<file path="config.mk">
export PLATFORM = sky130hd
export DESIGN_NAME = ufm_core
export DESIGN_NICKNAME = d
export VERILOG_FILES = /design/src/pkg/ufm_pkg.sv /design/src/hw/ufm_core.sv /design/src/hw/ufm_rx_fifo.sv
export VERILOG_INCLUDE_DIRS = /design/src /design/src/pkg
export SDC_FILE = /design/constraint.sdc
export NUM_CORES = 1
export LEC_CHECK = 0
export BUFFER_PORTS_ARGS = -buffer_cell sky130_fd_sc_hd__buf_2
export CAP_MARGIN = 20
export CORE_ASPECT_RATIO = 0.8
export CORE_MARGIN = 5
export CORE_UTILIZATION = 60
export DETAILED_ROUTE_END_ITERATION = 10
export GPL_TIMING_DRIVEN = 0
export PLACE_DENSITY = 0.78
export SETUP_SLACK_MARGIN = 0.3
export SYNTH_ARGS = -nofsm -noshare
export SYNTH_HDL_FRONTEND = slang
export SYNTH_SLANG_ARGS = --single-unit
</file>
<file path="constraint.sdc">
create_clock -name clk_i -period 3.06 [get_ports clk_i]
set_input_delay 0.612 -clock clk_i [delete_from_list [all_inputs] [get_ports clk_i]]
set_output_delay 0.612 -clock clk_i [all_outputs]
set_load 0.02 [all_outputs]
</file>
<file path="src/pkg/ufm_cfg.svh">
// Register map, reset values, field positions and counts of the serial port core
`ifndef UFM_CFG_SVH
`define UFM_CFG_SVH
// ****************************************
// Register offsets
// ****************************************
`define UFM_A_CTRL 8'hd2
`define UFM_A_DATA 8'hd3
`define UFM_A_MODE 8'he5
// ****************************************
// Reset values
// ****************************************
`define UFM_MODE_RST 8'h0c
`define UFM_BYTE_ZERO 8'h00
// ****************************************
// Control/status bit positions
// ****************************************
`define UFM_B_OVR 7
`define UFM_B_PERR 6
`define UFM_B_REN 4
`define UFM_B_TBX 3
`define UFM_B_TI 1
`define UFM_B_RI 0
// ****************************************
// Mode bit positions
// ****************************************
`define UFM_B_MCE 7
`define UFM_B_PT 6:5
`define UFM_B_PE 4
`define UFM_B_DL 3:2
`define UFM_B_XBE 1
`define UFM_B_SBL 0
// ****************************************
// Counts
// ****************************************
`define UFM_BIT_CYC 16
`define UFM_FIFO_DEPTH 3
`define UFM_LAST_MIN 3'h4
`define UFM_DL_FIVE 2'h0
`define UFM_DL_TOP 2'h3
`endif

</file>
<file path="src/pkg/ufm_pkg.sv">
// Types shared by the serial port core and its receive FIFO
package ufm_pkg;
  // Frame sequencer states, Gray from idle to stop via the extra bit
  typedef enum logic [2:0] {
    UFM_IDLE = 3'h0,
    UFM_START = 3'h1,
    UFM_DATA = 3'h3,
    UFM_XTRA = 3'h2,
    UFM_STOP = 3'h6
  } ufm_st_t;
  // Parity type selection codes
  typedef enum logic [1:0] {
    UFM_PAR_ODD = 2'h0,
    UFM_PAR_EVEN = 2'h1,
    UFM_PAR_MARK = 2'h2,
    UFM_PAR_SPACE = 2'h3
  } ufm_par_t;
endpackage

</file>
<file path="src/hw/ufm_core.sv">
// Full-duplex serial port core: transmit, receive FIFO and register access
`timescale 1ns/1ps
`include "ufm_cfg.svh"
module ufm_core #(
  parameter int BIT_CYC = `UFM_BIT_CYC,
  parameter int DEPTH = `UFM_FIFO_DEPTH
) (
  // Clock and reset
  input wire logic clk_i,
  input wire logic rst_b_i,
  // Register port
  input wire logic [7:0] addr_i,
  input wire logic [7:0] wr_data_i,
  input wire logic wr_i,
  input wire logic rd_i,
  output logic [7:0] rd_data_o,
  // Serial line
  output logic serial_out_pin_o,
  input wire logic serial_in_pin_i
);
  import ufm_pkg::*;
  localparam int TW = 16; // Bit timer width
  localparam int FW = 10; // FIFO entry: ninth or stop bit, parity error, data
  localparam int CW = $clog2(DEPTH + 1);

  // ****************************************
  // State
  // ****************************************
  typedef struct packed {
    logic [7:0] mode; // Mode register
    logic ovr; // Overrun flag
    logic perr; // Parity error flag
    logic ren; // Receive enable
    logic tbx; // Transmit ninth bit
    logic ti; // Transmit done flag
    logic ri; // Receive ready flag
    logic [7:0] hold; // Transmit holding register
    logic hold_full; // Holding register occupied
    ufm_st_t txst; // Transmit sequencer
    logic [TW-1:0] ttmr; // Transmit bit timer
    logic [2:0] tbit; // Transmit data index
    logic [7:0] tsh; // Transmit shift byte
    logic tout; // Line output
    ufm_st_t rxst; // Receive sequencer
    logic [TW-1:0] rtmr; // Receive bit timer
    logic [2:0] rbit; // Receive data index
    logic [7:0] rsh; // Receive assembly byte
    logic r9; // Received extra or parity bit
    logic rs1; // Line synchroniser, first stage
    logic rs2; // Line synchroniser, second stage
    logic rprev; // Delayed copy for edge detect
    logic [7:0] rdat; // Read data
  } ufm_core_st_t;
  ufm_core_st_t s_q, s_d;

  // Decoded mode fields
  logic mce, pe, xbe, sbl, xtra;
  logic [1:0] dl;
  ufm_par_t pt;
  logic [2:0] last;
  // FIFO hookup
  logic push, pop, f_full;
  logic [FW-1:0] f_in, f_head;
  logic [CW-1:0] f_cnt;
  // Single-cycle events
  logic ev_ti, ev_ri, ev_ovr, ev_perr, ev_store, stop_ok, par_bad;

  // ****************************************
  // Helpers
  // ****************************************
  // Mask of the active data bits for a length code
  function automatic logic [7:0] dmask(input logic [1:0] len);
    dmask = 8'hff >> (`UFM_DL_TOP - len);
  endfunction

  // Parity bit for the active data bits and type
  function automatic logic parbit(input logic [7:0] d, input logic [1:0] len, input ufm_par_t ty);
    logic x;
    x = ^(d & dmask(len));
    unique case (ty)
      UFM_PAR_ODD: parbit = ~x;
      UFM_PAR_EVEN: parbit = x;
      UFM_PAR_MARK: parbit = 1'b1;
      UFM_PAR_SPACE: parbit = 1'b0;
    endcase
  endfunction

  // Stop time in cycles less one; 1.5 bits only for five-bit data
  function automatic logic [TW-1:0] stopc(input logic lng, input logic [1:0] len);
    if (!lng) begin
      stopc = TW'(BIT_CYC - 1);
    end else if (len == `UFM_DL_FIVE) begin
      stopc = TW'((3 * BIT_CYC) / 2 - 1);
    end else begin
      stopc = TW'(2 * BIT_CYC - 1);
    end
  endfunction

  assign dl = s_q.mode[`UFM_B_DL];
  assign last = `UFM_LAST_MIN + 3'(dl);
  assign pt = ufm_par_t'(s_q.mode[`UFM_B_PT]);
  assign mce = s_q.mode[`UFM_B_MCE];
  assign pe = s_q.mode[`UFM_B_PE];
  assign xbe = s_q.mode[`UFM_B_XBE];
  assign sbl = s_q.mode[`UFM_B_SBL];
  assign xtra = pe | xbe;

  // ****************************************
  // Receive FIFO
  // ****************************************
  ufm_rx_fifo #(
    .W(FW),
    .DEPTH(DEPTH)
  ) u_fifo (
    .clk_i(clk_i),
    .rst_b_i(rst_b_i),
    .push_i(push),
    .push_data_i(f_in),
    .pop_i(pop),
    .head_o(f_head),
    .count_o(f_cnt),
    .full_o(f_full)
  );

  // ****************************************
  // Next state
  // ****************************************
  always_comb begin
    s_d = s_q;
    {ev_ti, ev_ri, ev_ovr, ev_perr, ev_store, push, pop} = '0;
    // Only the second stage feeds logic
    s_d.rs1 = serial_in_pin_i;
    s_d.rs2 = s_q.rs1;
    s_d.rprev = s_q.rs2;
    stop_ok = s_q.rs2;
    par_bad = pe && (s_q.r9 != parbit(s_q.rsh, dl, pt));
    // keep extra bit or stop bit
    f_in = {(xbe && !pe) ? s_q.r9 : stop_ok, par_bad, s_q.rsh};
    if (s_q.ttmr != '0) begin
      s_d.ttmr = s_q.ttmr - 1'b1;
    end
    if (s_q.rtmr != '0) begin
      s_d.rtmr = s_q.rtmr - 1'b1;
    end
    // Transmit sequencer
    unique case (s_q.txst)
      UFM_IDLE: begin
        if (s_q.hold_full) begin
          s_d.tsh = s_q.hold;
          s_d.hold_full = 1'b0;
          s_d.txst = UFM_START;
          s_d.tout = 1'b0;
          s_d.ttmr = TW'(BIT_CYC - 1);
        end
      end
      UFM_START: begin
        if (s_q.ttmr == '0) begin
          s_d.txst = UFM_DATA;
          s_d.tbit = '0;
          s_d.tout = s_q.tsh[0];
          s_d.ttmr = TW'(BIT_CYC - 1);
        end
      end
      UFM_DATA: begin
        if (s_q.ttmr == '0) begin
          s_d.ttmr = TW'(BIT_CYC - 1);
          if (s_q.tbit != last) begin
            s_d.tbit = s_q.tbit + 1'b1;
            s_d.tout = s_q.tsh[s_d.tbit];
          end else if (xtra) begin
            s_d.txst = UFM_XTRA;
            s_d.tout = pe ? parbit(s_q.tsh, dl, pt) : s_q.tbx;
          end else begin
            s_d.txst = UFM_STOP;
            s_d.tout = 1'b1;
            s_d.ttmr = stopc(sbl, dl);
            ev_ti = 1'b1;
          end
        end
      end
      UFM_XTRA: begin
        if (s_q.ttmr == '0) begin
          s_d.txst = UFM_STOP;
          s_d.tout = 1'b1;
          s_d.ttmr = stopc(sbl, dl);
          ev_ti = 1'b1;
        end
      end
      UFM_STOP: begin
        if (s_q.ttmr == '0) begin
          s_d.txst = UFM_IDLE;
        end
      end
      default: begin
        s_d.txst = UFM_IDLE;
        s_d.tout = 1'b1;
      end
    endcase
    // Receive sequencer
    unique case (s_q.rxst)
      UFM_IDLE: begin
        if (s_q.ren && s_q.rprev && !s_q.rs2) begin
          s_d.rxst = UFM_START;
          s_d.rtmr = TW'(BIT_CYC / 2 - 1);
          s_d.rsh = '0;
        end
      end
      UFM_START: begin
        // A glitch shorter than half a bit is not a start
        if (s_q.rtmr == '0) begin
          s_d.rxst = s_q.rs2 ? UFM_IDLE : UFM_DATA;
          s_d.rbit = '0;
          s_d.rtmr = TW'(BIT_CYC - 1);
        end
      end
      UFM_DATA: begin
        if (s_q.rtmr == '0) begin
          s_d.rsh[s_q.rbit] = s_q.rs2;
          s_d.rbit = s_q.rbit + 1'b1;
          s_d.rtmr = TW'(BIT_CYC - 1);
          if (s_q.rbit == last) begin
            s_d.rxst = xtra ? UFM_XTRA : UFM_STOP;
          end
        end
      end
      UFM_XTRA: begin
        if (s_q.rtmr == '0) begin
          s_d.r9 = s_q.rs2;
          s_d.rxst = UFM_STOP;
          s_d.rtmr = TW'(BIT_CYC - 1);
        end
      end
      UFM_STOP: begin
        if (s_q.rtmr == '0) begin
          s_d.rxst = UFM_IDLE;
          if (stop_ok) begin
            if (f_full) begin
              ev_ovr = 1'b1;
            end else begin
              push = 1'b1;
              ev_store = 1'b1;
              ev_perr = par_bad;
              ev_ri = !mce || s_q.r9;
            end
          end
        end
      end
      default: begin
        s_d.rxst = UFM_IDLE;
      end
    endcase
    if (!s_q.ren) begin
      s_d.rxst = UFM_IDLE;
    end
    // Register port: read data live for one cycle only
    s_d.rdat = `UFM_BYTE_ZERO;
    if (rd_i) begin
      unique case (addr_i)
        `UFM_A_CTRL: s_d.rdat = {s_q.ovr, s_q.perr, !s_q.hold_full, s_q.ren,
                                 s_q.tbx, f_head[FW-1], s_q.ti, s_q.ri};
        `UFM_A_DATA: begin
          s_d.rdat = f_head[7:0];
          pop = (f_cnt != '0);
        end
        `UFM_A_MODE: s_d.rdat = s_q.mode;
        default: s_d.rdat = `UFM_BYTE_ZERO;
      endcase
    end
    if (wr_i) begin
      unique case (addr_i)
        `UFM_A_CTRL: begin
          s_d.ovr = wr_data_i[`UFM_B_OVR];
          s_d.perr = wr_data_i[`UFM_B_PERR];
          s_d.ren = wr_data_i[`UFM_B_REN];
          s_d.tbx = wr_data_i[`UFM_B_TBX];
          s_d.ti = wr_data_i[`UFM_B_TI];
          s_d.ri = wr_data_i[`UFM_B_RI] || (f_cnt > CW'(1));
        end
        `UFM_A_DATA: begin
          s_d.hold = wr_data_i;
          s_d.hold_full = 1'b1;
        end
        `UFM_A_MODE: s_d.mode = wr_data_i;
        default: s_d.mode = s_q.mode;
      endcase
    end
    // Hardware set wins over a software clear
    s_d.ti = s_d.ti | ev_ti;
    s_d.ri = s_d.ri | ev_ri;
    s_d.ovr = s_d.ovr | ev_ovr;
    s_d.perr = s_d.perr | ev_perr;
  end

  // ****************************************
  // State register
  // ****************************************
  always_ff @(posedge clk_i) begin
    if (!rst_b_i) begin
      s_q <= '0;
      s_q.mode <= `UFM_MODE_RST;
      s_q.tout <= 1'b1;
      s_q.rs1 <= 1'b1;
      s_q.rs2 <= 1'b1;
      s_q.rprev <= 1'b1;
    end else begin
      s_q <= s_d;
    end
  end

  assign rd_data_o = s_q.rdat;
  assign serial_out_pin_o = s_q.tout;
endmodule

</file>
<file path="src/hw/ufm_rx_fifo.sv">
// Small receive FIFO built from flip-flops with an index per end
`timescale 1ns/1ps
`include "ufm_cfg.svh"
module ufm_rx_fifo #(
  parameter int W = 10,
  parameter int DEPTH = `UFM_FIFO_DEPTH,
  localparam int AW = $clog2(DEPTH),
  localparam int CW = $clog2(DEPTH + 1)
) (
  // Clock and reset
  input wire logic clk_i,
  input wire logic rst_b_i,
  // Write side
  input wire logic push_i,
  input wire logic [W-1:0] push_data_i,
  // Read side
  input wire logic pop_i,
  output logic [W-1:0] head_o,
  output logic [CW-1:0] count_o,
  output logic full_o
);
  import ufm_pkg::*;
  // ****************************************
  // State
  // ****************************************
  typedef struct packed {
    logic [DEPTH-1:0][W-1:0] mem; // Entries
    logic [AW-1:0] rp; // Oldest entry
    logic [AW-1:0] wp; // Next free entry
    logic [CW-1:0] cnt; // Entries held
  } ufm_fifo_st_t;
  ufm_fifo_st_t s_q, s_d;
  logic do_push, do_pop;

  // Wrapping index step, used by both ends
  function automatic logic [AW-1:0] nxt(input logic [AW-1:0] p);
    nxt = (p == AW'(DEPTH - 1)) ? '0 : p + 1'b1;
  endfunction

  // Next state: a push into a full FIFO is dropped here, the core flags it
  always_comb begin
    s_d = s_q;
    do_push = push_i && (s_q.cnt != CW'(DEPTH));
    do_pop = pop_i && (s_q.cnt != '0);
    if (do_push) begin
      s_d.mem[s_q.wp] = push_data_i;
      s_d.wp = nxt(s_q.wp);
    end
    if (do_pop) begin
      s_d.rp = nxt(s_q.rp);
    end
    s_d.cnt = s_q.cnt + CW'(do_push) - CW'(do_pop);
  end

  // Register the state
  always_ff @(posedge clk_i) begin
    if (!rst_b_i) begin
      s_q <= '0;
    end else begin
      s_q <= s_d;
    end
  end

  assign head_o = s_q.mem[s_q.rp];
  assign count_o = s_q.cnt;
  assign full_o = (s_q.cnt == CW'(DEPTH));
endmodule

</file>
## Word-level counts from Yosys, hierarchy flattened

Cells that the tools add are included.

| storage, ports and cells | value |
|---|---|
| register bits | 132 |
| output and inout bits | 9 |

| cells by class | value |
|---|---|
| add/subtract/negate cells | 10 |
| shift-type cells | 1 |
| $lt $le $gt $ge | 7 |
| reduce and logical (&&, ||, !) cells | 41 |
| eq/ne operators | 34 |
| bitwise operators | 10 |
| muxes and demuxes | 79 |

Operators by type and width:

| kind | count |
|---|---|
| one-hot mux 16 bit (4 select lines) | 2 |
| 2-to-1 mux 19 bit | 5 |
| 2-to-1 mux 22 bit | 3 |
| 2-to-1 mux 16 bit | 3 |
| 2-to-1 mux 1 bit | 33 |
| logical NOT 16 bit | 2 |
| nonzero test 16 bit | 2 |
| subtractor 16 x 1 -> 16 bit (second input constant) | 2 |
| bitwise mux 30 bit | 1 |
| 2-to-1 mux 30 bit | 1 |
| one-hot mux 3 bit (5 select lines) | 2 |
| != test 2 bit (second input constant) | 14 |
| equality test 8 bit (second input constant) | 3 |
| one-hot mux 8 bit (3 select lines) | 1 |
| binary-select mux 10 bit (select 2 bit) | 1 |
| demux 10 bit (select 2 bit) | 1 |
| 2-to-1 mux 10 bit | 2 |
| AND 8 bit | 2 |
| one-hot mux 8 bit (2 select lines) | 1 |
| parity 8 bit | 2 |
| 2-to-1 mux 15 bit | 1 |
| 2-to-1 mux 3 bit | 5 |
| AND reduction 2 bit | 7 |
| equality test 3 x 2 -> 1 bit (second input constant) | 4 |
| 44 further kinds | 82 |

## Longest topological paths before layout

Gate-level depths: netlist (run 1).

| logic depth | value |
|---|---|
| depth after elaboration | 13 |
| mapped depth | 10 |
| depth with buffers taken out | 10 |

## Hierarchy

Synthesis (run 1) repeated with hierarchy kept, for this count alone.

| unflattened totals | value |
|---|---|
| cell total of the unflattened synthesis | 771 |
| area total of the unflattened synthesis | 6422.4 sq um |

Modules (own cells, without submodules):

| module | times used | cells an instance | area each (sq um) |
|---|---|---|---|
| ufm_core | 1 | 595 | 4809.6 |
| ufm_rx_fifo | 1 | 176 | 1612.8 |

## Least setup slack after synthesis (run 1)

Ideal clock, no wire load.

| path | value |
|---|---|
| path kind | register to register |
| start | register s_q[31] (netlist bit) |
| end | register s_q, in the netlist f_in[7] |
| slack | 669 ps |
| arrival time | 2321 ps |
| required time | 2990 ps |
| cell stages (with the launch flop) | 8 |
| library setup time | 70 ps |
| cells stage by stage | dfxtp_1 or4_1 buf_2 or3_1 or3_1 buf_6 or3_1 a21boi_1 |

| between the ends | value |
|---|---|
| word-level cells in the longest chain between the ends | 3 |

RTL lines:

| what | RTL line | source |
|---|---|---|
| start: declaration | ufm_core.sv:54 | `ufm_core_st_t s_q, s_d;` |
| logical NOT 16 bit | ufm_core.sv:217 | `if (s_q.rtmr == '0) begin` |
| != test 2 bit (no source line) | -- |  |
| AND reduction 3 bit (no source line) | -- |  |

Every way passes these cells.
A chain may end at the register's enable or synchronous reset.

## Final worst setup path (run 1)

| path | value |
|---|---|
| start | register s_q[58] (netlist bit) |
| end | register s_q[58] (netlist bit) |

| between the ends | value |
|---|---|
| word-level cells in the longest chain between the ends | 4 |
| elaborated cells between the ends (all ways) | 9 |

RTL lines:

| what | RTL line | source |
|---|---|---|
| subtractor 16 x 1 -> 16 bit / nonzero test 16 bit (equally long branches) | ufm_core.sv:140, ufm_core.sv:139 |  |
| 2-to-1 mux 16 bit | ufm_core.sv:139 | `if (s_q.ttmr != '0) begin` |
| 2-to-1 mux 19 bit (tied with other cells) | ufm_core.sv:182 | `if (s_q.ttmr == '0) begin` |
| one-hot mux 16 bit (4 select lines) (*) | ufm_core.sv:146 | `unique case (s_q.txst)` |

Every way passes the cells marked *; elsewhere a longest branch is shown, timed or not. The select of a mux whose other input is x is not followed.

==> reports/metrics.yaml, run 1 <==
sta:
  slew_violations: 0
  slew_headroom_pct: 38.9
  timing.fmax_mhz: 375
  hold_viol_final: 0
  holdWs_ns: 0.375
  finalCriticalPeriod_ns: 2.67
  tightest_slew_ns: 0.909
  setup_viol: 0
  fin_ws_ns: 0.395
  timing.final.crit_share_pct: 87.1
  skew_ns: 0.00961
  rsz0062_at_grt: "true"
  tns_ns: 0
cells_and_area:
  regArea_um2: 2580
  final_nets: 852
  num-fill-cells: 847
  layout-drive-gt1-share_pct: 11.2
  antenna_cells: 0
  area_delta_synth_final_pct: 15.3
  multi_input_area_um2: 3670
pwr:
  clock_power_share_pct: 36.6
  pwr_density_cell_nw_per_um2: 766
  pwr-share-comb_pct: 28.5
  power.internal_mw: 3.83
  power.total_mw: 5.74
  p_seq_share_pct: 35.0
  leakage_nw: 2.73
  p_sw_mw: 1.91
  p_sw_share_pct: 33.3
  peakVddDrop_mv: 0.636
synthesis:
  ys_ff_latch: 129
  synth_edf_count: 0
  synth_top_cell_by_area: "dfxtp_1"
  ys_types: 58
  synthCells: 774
  synthXorXnorAreaFrac_pct: 4.79
  async_flop_share_pct: 0
  yosys_warnings: 0
  synth_area_per_cell_um2: 8.40
  synth_compound_area_share_pct: 17.0
  ys.flop_type: "dfxtp_1"
  synth_fa_ha_area_share_pct: 1.54
  yosysMostFrequentCell: "dfxtp_1"
  synth.area.mux_share_pct: 6.18
  synthSimpleGateAreaFrac_pct: 26.2
  synth.top_cells.by_count: "129 x dfxtp_1, 100 x nand2_1, 57 x nor2_1, 48 x a21boi_0, 36 x clkbuf_1"
  synth_nets: 803
  synth_area_leaders: "dfxtp_1 40%, nand2_1 5.8%, a21boi_0 5.5%"
  synth_top_area_share_pct: 39.7
  synth-seq-area-share_pct: 39.7
  synth_area_um2: 6500
  synth_top_family_by_area: "simple AND/OR/NAND/NOR gates"
routing:
  vias_per_cell: 6.06
  num_vias: 5943
  dr.pass1.iters: 5
  wirelength_mm: 17.0
  wire_per_inst_um: 17.3
  drc: 0
  detail-route-antenna-nets: 0
  drtIter0Drc: 600
die:
  dieArea_um2: 13000
  ios: 30
  initial_utilization_pct: 60.6
  coreArea_um2: 10700
  die_w_um: 126
  num_rows: 34
  fp.dieH_um: 103
worst_setup_path:
  crit_type: "flip-flop to flip-flop"
  rr_worst_depth: 8
  start_kind: "flip-flop"
  max_stage_delay_ns: 0.60
  crit_arrival_ns: 3.00
  path_cells: "or4_1 > nor3_1 > and2_0 > buf_2 > inv_1 > nor3_1 > a22oi_1 > nor3b_1"
  cp-end-kind: "flip-flop"
  r2r-start: "s_q[58]"
  cpLargestDelayFamily: "simple AND/OR/NAND/NOR gates"
  crit_start: "s_q[58]"
  worstSetupPathDepth: 8
  crit_fanout: 7
  crit_top_cell: "nor3_1"
  worstPathRequired_ns: 3.40
  cp_num_buf_inv: 2
  cp_slowest_cell: "or4_1"
outcome:
  status: "finished clean"
job:
  cap_violations: 0
min_path:
  holdCritStartpoint: "serial_in_pin_i"
  whs_path_depth: 2
  min_path_type: "primary input to flip-flop"
clocking:
  clk_latency_ns: 0.42
  cts_tree: "built"
  cts_buffers: 17
  h-tree-depth: 4
  cts.root.buffer_cell: "clkbuf_16"
  cts_buffer_depth: 2
  postCtsHoldBufs: 0
  cts.clk_slew.worst_paths_ns: 0.06
  cts_num_sinks: 129
placement:
  gp_congestion: 0.906
  pre_cts_slack_ns: 0.263
  port-buffer-count: 28
  dp_hpwl_mm: 11.7
global_routing:
  antenna_found_initial: 0
  grt_pass1_wl_mm: 27.8
  grt_max_degree: 17
  grtUsageTotal_pct: 26.5
  grt-ovfl-total: 0
  grt_pass1_vias: 5743
path summary, 6_finish.rpt:
path	end	slack, ns
setup / recovery	s_q[58]	0.39
hold / removal	s_d[9]	0.38
setup reg to reg	s_q[58]	0.39
hold reg to reg	stop_ok	0.41
power groups by stage:
stage	Sequential [mW]	Clock (mW)	Combinational, mW
global placement	2.02	0	1.46
global route	2.03	2.20	1.82
CTS	2.00	2.11	1.55
finish	2.01	2.10	1.63
floorplan	2.00	0	1.22
detailed placement	2.04	0	1.53
per-layer routing:
metal,part of all wire [%],GRT usage (%)
met1,44,35.0
met2,48,43.8
met3,6.3,4.45
met4,2.3,10.6
met5,0,0
area by class of cell:
class,count,share of cell area [%]
Buffer,51,3.16
Clock buffer,20,6.09
Clock inverter,12,2.09
Inverter,16,0.801
Multi-Input combinational cell,578,48.9
Sequential cell,129,34.5
Tap cell,144,2.40
Timing Repair Buffer,30,2.07
per-stage QoR:
step | util (%) | instance area (um2) | std cells
after global routing | 69.9 | 7490 | 980
final | 69.9 | 7490 | 980
after floorplan | - | 6500 | 774
after global placement | 63.6 | 6820 | 946
after detailed placement | 63.7 | 6830 | 947
after CTS | 69.6 | 7460 | 979
registers in the layout (all words and copies together) (netlist names):
register          cells
s_q                  71
u_fifo.s_q           31
f_in                  8
rd_data_o             8
dl                    2
pt                    2
u_fifo.count_o        2
mce                   1
pe                    1
s_d                   1
serial_out_pin_o      1
stop_ok               1
cell families after synthesis:
family | Yosys count
adders and majority gates | 8
AOI/OAI and AO/OA | 166
and+or+nand+nor | 333
DFF | 129
muxes | 37
buffers and inverters | 67
xor gates and xnor gates | 34
timing repair:
action                                  4_1_cts  5_1_grt
gates cloned                                  0        0
pin swaps                                     0        1
buffers inserted                              0        1
endpoints found under the setup margin       17       36
resized for setup                             3        4
cell usage in the layout, fill, tap and decap left out, types with 4 or more instances in the layout:
master      Yosys  final
nand2b_1       10     10
nor3b_1         7      6
a31oi_1         5      5
o31a_1          4      4
nor4_1          6      5
mux2i_1        30     30
a22oi_1         9      9
nand4_1         8      8
nor2b_1        35     35
clkinvlp_4      0      4
a21oi_1        33     33
nor3_1         21     20
mux2_2          5      5
clkbuf_16       0     17
ha_1            8      8
and3b_1         4      4
nor2_1         57     57
buf_2           3     31
nand3b_1        4      4
or3_1          16     16
or4_1           8      8
and2_1          5      5
inv_1          16     16
o31ai_1         6      6
xnor2_1        25     25
xor2_1          8      8
nand3_1        35     34
clkbuf_1       36     37
o21ai_0        32     32
nand2_1       100    100
buf_4           9     11
o21a_1          6      6
a21boi_0       48     48
dfxtp_1       129    129
(Power assumes the default switching activity.)
==> run 2, diff against run 1 <==
--- a/config.mk
+++ b/config.mk
@@ -6,6 +6,7 @@
 export SDC_FILE = /design/constraint.sdc
 export NUM_CORES = 1
 export LEC_CHECK = 0
+export ABC_AREA = 1
 export BUFFER_PORTS_ARGS = -buffer_cell sky130_fd_sc_hd__buf_2
 export CAP_MARGIN = 20
 export CORE_ASPECT_RATIO = 0.8
==> reports/metrics.yaml, run 2 <==
outcome:
  status: "finished clean"
worst_setup_path:
  start_kind: "flip-flop"
  crit_fanout: 8  # +1
  worstPathRequired_ns: 3.40  # about the same
  cp-end-kind: "flip-flop"
  r2r-start: "s_q[23]"
  crit_start: "s_q[23]"
  rr_worst_depth: 10  # +2
  crit_type: "flip-flop to flip-flop"
  crit_arrival_ns: 2.77  # -0.23 ns
routing:
  wire_per_inst_um: 14.6  # -16%
  vias_per_cell: 5.50  # -9.4%
  dr.pass1.iters: 5  # unchanged
  drtIter0Drc: 532  # -11%
  detail-route-antenna-nets: 0  # unchanged
  drc: 0  # unchanged
  wirelength_mm: 16.6  # -2.1%
  num_vias: 6270  # +5.5%
sta:
  holdWs_ns: 0.390  # +0.0145 ns
  tightest_slew_ns: 0.746  # -0.163 ns
  timing.fmax_mhz: 411  # +9.6%
  slew_violations: 0  # unchanged
  rsz0062_at_grt: "false"
  tns_ns: 0  # unchanged
  setup_viol: 0  # unchanged
  slew_headroom_pct: 49.8  # +11 points
  timing.final.crit_share_pct: 79.5  # -7.6 points
  skew_ns: 0.0113  # +0.00173 ns
  hold_viol_final: 0  # unchanged
  finalCriticalPeriod_ns: 2.43  # -0.232 ns
clocking:
  cts_buffers: 17  # unchanged
  h-tree-depth: 4  # unchanged
  clk_latency_ns: 0.42  # about the same
  cts.clk_slew.worst_paths_ns: 0.06  # about the same
  cts_tree: "built"
  postCtsHoldBufs: 0  # unchanged
  post_cts_buffers: 0  # unchanged
  cts_buffer_depth: 2  # unchanged
  cts.root.buffer_cell: "clkbuf_16"
  cts_resized: 0  # -3
  cts_num_sinks: 129  # unchanged
global_routing:
  grt_pass1_vias: 5570  # -3.0%
  grt_use_met3_pct: 6.47  # +2.0 points
  grtUsageTotal_pct: 25.8  # -0.68 points
  grt-ovfl-total: 0  # unchanged
  grt_pass1_wl_mm: 27.0  # -3.1%
  antenna_found_initial: 0  # unchanged
  grt_use_met2_pct: 38.4  # -5.4 points
  top_usage_layer: "met2"
  grt_max_degree: 17  # unchanged
  use_met1_pct: 36.8  # +1.8 points
die:
  fp.dieH_um: 103  # +0.28%
  num_rows: 34  # unchanged
  die_w_um: 127  # +0.28%
  coreArea_um2: 10800  # +0.40%
  initial_utilization_pct: 60.8  # +0.13 points
  ios: 30  # unchanged
  dieArea_um2: 13100  # +0.56%
synthesis:
  synth_edf_count: 0  # unchanged
  ys_types: 47  # -19%
  synth_area_leaders: "dfxtp_1 39%, nand2_1 12%, a21oi_1 7.7%"
  synth_area_per_cell_um2: 6.98  # -17%
  async_flop_share_pct: 0  # unchanged
  synth_top_area_share_pct: 39.5  # -0.24 points
  yosys_warnings: 0  # unchanged
  synth-seq-area-share_pct: 39.5  # -0.24 points
  synth_top_cell_by_area: "dfxtp_1"
  ys_ff_latch: 129  # unchanged
  ys.flop_type: "dfxtp_1"
  synth_area_um2: 6540  # +0.62%
  synth_nets: 966  # +20%
  synthCells: 937  # +21%
  yosysMostFrequentCell: "nand2_1"
  synth.top_cells.by_count: "201 x nand2_1, 129 x dfxtp_1, 108 x inv_1, 101 x a21oi_1, 97 x nor2_1"
cells_and_area:
  final_nets: 1013  # +19%
  largest_reg_flops: 71  # unchanged
  area_delta_synth_final_pct: 14.3
  antenna_cells: 0  # unchanged
  reg.largest.list: "s_q (71), u_fifo.s_q (31)"
  regMostFlops: "s_q"
  layout_common_cells: "201 x nand2_1, 129 x dfxtp_1, 108 x inv_1, 101 x a21oi_1, 97 x nor2_1"
  layout-drive-gt1-share_pct: 9.43  # -1.8 points
  final_common_cell: "nand2_1"
pwr:
  leakage_nw: 3.04  # +11%
  pwr-share-comb_pct: 26.2  # -2.3 points
  p_seq_share_pct: 36.4  # +1.4 points
  p_sw_share_pct: 32.3  # -0.92 points
  peakVddDrop_mv: 0.399  # -37%
  pwr_density_cell_nw_per_um2: 749  # -2.2%
  power.internal_mw: 3.79  # -1.1%
  clock_power_share_pct: 37.4  # +0.8 points
  p_sw_mw: 1.81  # -5.1%
placement:
  dp_hpwl_mm: 12.0  # +2.8%
  gp_congestion: 0.925  # +2.2%
  port-buffer-count: 28  # unchanged
min_path:
  whs_path_depth: 2  # unchanged
  holdCritStartpoint: "serial_in_pin_i"
  min_path_type: "primary input to flip-flop"
job:
  cap_violations: 0  # unchanged
-- run 2: cell types whose count changed after synthesis, moves of 10 or more --
| cell | delta |
|---|---|
| xnor2_1 | -15 |
| inv_1 | +92 |
| nor2b_1 | -35 |
| nor2_1 | +40 |
| a21oi_1 | +68 |
| xor2_1 | +13 |
| o21ai_0 | +43 |
| or3_1 | -16 |
| a21boi_0 | -48 |
| clkbuf_1 | -11 |
| nand2b_1 | -10 |
| mux2i_1 | -23 |
| nand2_1 | +101 |
-- run 2: final timing paths --
| check | slack (ns) | endpoint |
|---|---|---|
| max | 0.63 | f_in[1] |
| min reg2reg | 0.41 | stop_ok |
| min | 0.39 | s_d[9] |
| max reg2reg | 0.63 | f_in[1] |
-- run 2: layout make-up --
cell class                 count  area, um2
buffer                        38        180
clock buffer                  22        484
clock inverter                10        131
fill                         879       3290
inverter                     114        429
multi-input combinational    656       3350
sequential                   129       2580
tap                          144        180
timing repair buffer          28        140
-- run 2: routing by layer --
| layer | up-vias | share of wire (%) |
|---|---|---|
| met5 | - | 0 |
| met3 | 36 | 8.3 |
| met1 | 2836 | 48 |
| li1 | 3159 | - |
| met4 | 0 | 1.9 |
| met2 | 239 | 41 |
-- run 2: cell families (layout without fill, tap and decap cells) --
kind of cell / after synthesis / in the layout / synth area share (%)
AND/OR/NAND/NOR: 399 / 399 / 27.0
AO/OA/AOI/OAI: 211 / 211 / 17.4
buffers and inverters: 152 / 212 / 9.32
flip-flops: 129 / 129 / 39.5
XOR/XNOR: 31 / 31 / 4.15
adder cells (fa/ha/maj): 8 / 8 / 1.53
multiplexers: 7 / 7 / 1.07
-- run 2: power by group through the flow --
stage	Clock, mW	Sequential (mW)	Combinational [mW]
after global placement	0	2.06	1.42
final	2.10	2.04	1.47
after detailed placement	0	2.06	1.45
after floorplan	0	2.02	1.20
after CTS	2.11	2.03	1.47
after global routing	2.18	2.06	1.69
-- run 2: critical path: stages (launching register included) --
cell and delay (ns):
dfxtp_1 0.34, inv_1 0.13, ha_1 0.21, inv_1 0.08
nor3_1 0.19, nand4_1 0.12, nor2_1 0.18, nand2_1 0.17
nor4_2 0.59, nand2_1 0.14, a21oi_1 0.19
-- run 2: metrics by stage --
step | power [mW] | util, % | setup WS [ns] | instances | instance area, um2
after global routing | 5.93 | 69.5 | 0.301 | 1141 | 7480
after global placement | 3.48 | 63.8 | 0.342 | 1109 | 6860
after detailed placement | 3.51 | 63.8 | 0.287 | 1109 | 6860
final | 5.60 | 69.5 | 0.627 | 1141 | 7480
after floorplan | 3.23 | - | 0.809 | 937 | 6540
after CTS | 5.61 | 69.5 | 0.625 | 1141 | 7480
==> run 3, diff against run 2 <==
--- a/config.mk
+++ b/config.mk
@@ -11,10 +11,10 @@
 export CAP_MARGIN = 20
 export CORE_ASPECT_RATIO = 0.8
 export CORE_MARGIN = 5
-export CORE_UTILIZATION = 60
+export CORE_UTILIZATION = 56
 export DETAILED_ROUTE_END_ITERATION = 10
 export GPL_TIMING_DRIVEN = 0
-export PLACE_DENSITY = 0.78
+export PLACE_DENSITY = 0.77
 export SETUP_SLACK_MARGIN = 0.3
 export SYNTH_ARGS = -nofsm -noshare
 export SYNTH_HDL_FRONTEND = slang
==> constraint.sdc (replaced) <==
create_clock -name clk_i -period 2.2 [get_ports clk_i]
set_input_delay 0.44 -clock clk_i [delete_from_list [all_inputs] [get_ports clk_i]]
set_output_delay 0.44 -clock clk_i [all_outputs]
set_load 0.02 [all_outputs]
==> reports/metrics.yaml, run 3 (same netlist as run 2, synthesis figures left out) <==
die:
  ios: 30  # unchanged
  dieArea_um2: 14000  # +6.5%
  num_rows: 35  # +2.9%
  coreArea_um2: 11500  # +6.6%
  die_w_um: 131  # +3.2%
  initial_utilization_pct: 57.0  # -3.8 points
  fp.dieH_um: 107  # +3.2%
routing:
  wire_per_inst_um: 16.2  # +11%
  drc: 0  # unchanged
  drtIter0Drc: 598  # +12%
  wirelength_mm: 19.3  # +16%
  num_vias: 6671  # +6.4%
  vias_per_cell: 5.61  # +2.0%
  detail-route-antenna-nets: 0  # unchanged
  dr.pass1.iters: 7  # +2
placement:
  gp_congestion: 0.937  # +1.3%
  pre_cts_slack_ns: -0.0945  # -0.381 ns
  dp_hpwl_mm: 12.1  # +0.35%
  port-buffer-count: 28  # unchanged
cells_and_area:
  layout_common_cells: "172 x nand2_1, 121 x dfxtp_1, 98 x inv_1, 86 x a21oi_1, 78 x nor2_1"
  reg.largest.list: "s_q (71), u_fifo.s_q (31)"
  final_nets: 1058  # +4.4%
  area_delta_synth_final_pct: 28.6
  largest_reg_flops: 71  # unchanged
  layout-drive-gt1-share_pct: 23.4  # +14 points
  final_common_cell: "nand2_1"
  antenna_cells: 0  # unchanged
  regMostFlops: "s_q"
job:
  cap_violations: 0  # unchanged
min_path:
  min_path_type: "primary input to flip-flop"
  whs_path_depth: 2  # unchanged
  holdCritStartpoint: "serial_in_pin_i"
sta:
  slew_violations: 0  # unchanged
  finalCriticalPeriod_ns: 2.02  # -0.416 ns
  hold_viol_final: 0  # unchanged
  timing.fmax_mhz: 496  # +21%
  fin_ws_ns: 0.183  # -0.444 ns
  rsz0062_at_grt: "true"
  timing.final.crit_share_pct: 91.7  # +12 points
  tns_ns: 0  # unchanged
  skew_ns: 0.0141  # +0.00278 ns
  slew_headroom_pct: 46.9  # -3.0 points
  setup_viol: 0  # unchanged
  tightest_slew_ns: 0.797  # +0.0508 ns
pwr:
  power.internal_mw: 5.74  # +51%
  leakage_nw: 3.39  # +12%
  p_sw_mw: 3.05  # +68%
  pwr-share-comb_pct: 33.5  # +7.3 points
  pwr_density_cell_nw_per_um2: 1050  # +40%
  p_sw_share_pct: 34.7  # +2.4 points
  p_seq_share_pct: 32.7  # -3.7 points
  peakVddDrop_mv: 0.671  # +68%
  clock_power_share_pct: 33.8  # -3.6 points
global_routing:
  grt_pass1_vias: 5955  # +6.9%
  grt_max_degree: 17  # unchanged
  antenna_found_initial: 0  # unchanged
  grt_pass1_wl_mm: 29.5  # +9.5%
  grtUsageTotal_pct: 26.8  # +0.96 points
  grt-ovfl-total: 0  # unchanged
clocking:
  clk_latency_ns: 0.42  # about the same
  cts_tree: "built"
  postCtsHoldBufs: 0  # unchanged
  h-tree-depth: 4  # unchanged
  cts.clk_slew.worst_paths_ns: 0.06  # about the same
  cts.root.buffer_cell: "clkbuf_16"
  cts_num_sinks: 129  # unchanged
  cts_buffers: 17  # unchanged
  cts_buffer_depth: 2  # unchanged
worst_setup_path:
  crit_start: "s_q[23]"
  start_kind: "flip-flop"
  rr_worst_depth: 12  # +2
  crit_arrival_ns: 2.32  # -0.45 ns
  crit_fanout: 8  # unchanged
  r2r-start: "s_q[23]"
  crit_type: "flip-flop to flip-flop"
  cp-end-kind: "flip-flop"
  worstPathRequired_ns: 2.50  # -0.90 ns
outcome:
  status: "finished clean"
run 3: changes by cell type in the layout (fill, tap and decap cells not counted), sizes merged:
| cell | previous run | this run |
|---|---|---|
| bufinv | 3 | 4 |
| buf | 41 | 86 |
| clkbuf | 47 | 42 |
| inv | 111 | 112 |
| clkinvlp | 1 | 5 |
| clkinv | 9 | 8 |
run 3: final timing paths:
kind                          to  slack [ns]
hold reg to reg          stop_ok        0.42
hold / removal            s_d[9]        0.21
setup reg to reg  u_fifo.s_q[28]        0.18
setup / recovery  u_fifo.s_q[28]        0.18
run 3: layer usage:
layer / wire, um / GRT usage, %
met1: 8500 / 37.6
met2: 8500 / 40.1
met3: 1770 / 7.22
met4: 543 / 8.30
met5: 0 / 0
run 3: layout make-up:
type,count,area [um2]
timing repair inverter,1,7.51
timing repair buffer,72,553
tap,148,185
buffer,38,206
multi-input combinational,656,3790
fill,880,3060
sequential,129,2590
clock inverter,14,189
clock buffer,18,429
inverter,114,452
run 3: timing repair:
item	4_1_cts	5_1_grt
buffers inserted	22	19
cloned	2	2
setup endpoints to repair	82	93
pin swaps	16	33
resized for setup	49	129
run 3: power groups by stage:
stage / Clock, mW / Sequential (mW) / Combinational [mW]
2_1_floorplan: 0 / 2.81 / 1.67
3_3_place_gp: 0 / 2.86 / 1.98
4_1_cts: 2.98 / 2.84 / 2.43
6_report: 2.97 / 2.88 / 2.95
5_1_grt: 3.12 / 2.90 / 3.26
3_5_place_dp: 0 / 2.86 / 2.03
run 3: metrics by stage:
step | power [mW] | utilization (%) | hold WS (ns) | instances | cell area (um2)
6_report | 8.80 | 73.3 | 0.214 | 1190 | 8410
5_1_grt | 9.28 | 73.3 | 0.200 | 1190 | 8410
4_1_cts | 8.25 | 68.5 | 0.202 | 1169 | 7860
3_5_place_dp | 4.89 | 59.9 | 0.409 | 1113 | 6880
3_3_place_gp | 4.84 | 59.9 | 0.400 | 1113 | 6880
2_1_floorplan | 4.49 | - | 0.393 | 937 | 6550
run 3: critical path, stage by stage, from the launching register on:
cell,delay (ns)
dfxtp_2,0.33
inv_2,0.08
ha_4,0.18
inv_4,0.04
nor3_2,0.09
nand4_1,0.17
nor2_4,0.15
nand4_1,0.17
buf_4,0.20
buf_6,0.12
nor3_4,0.14
buf_12,0.15
a21oi_1,0.07
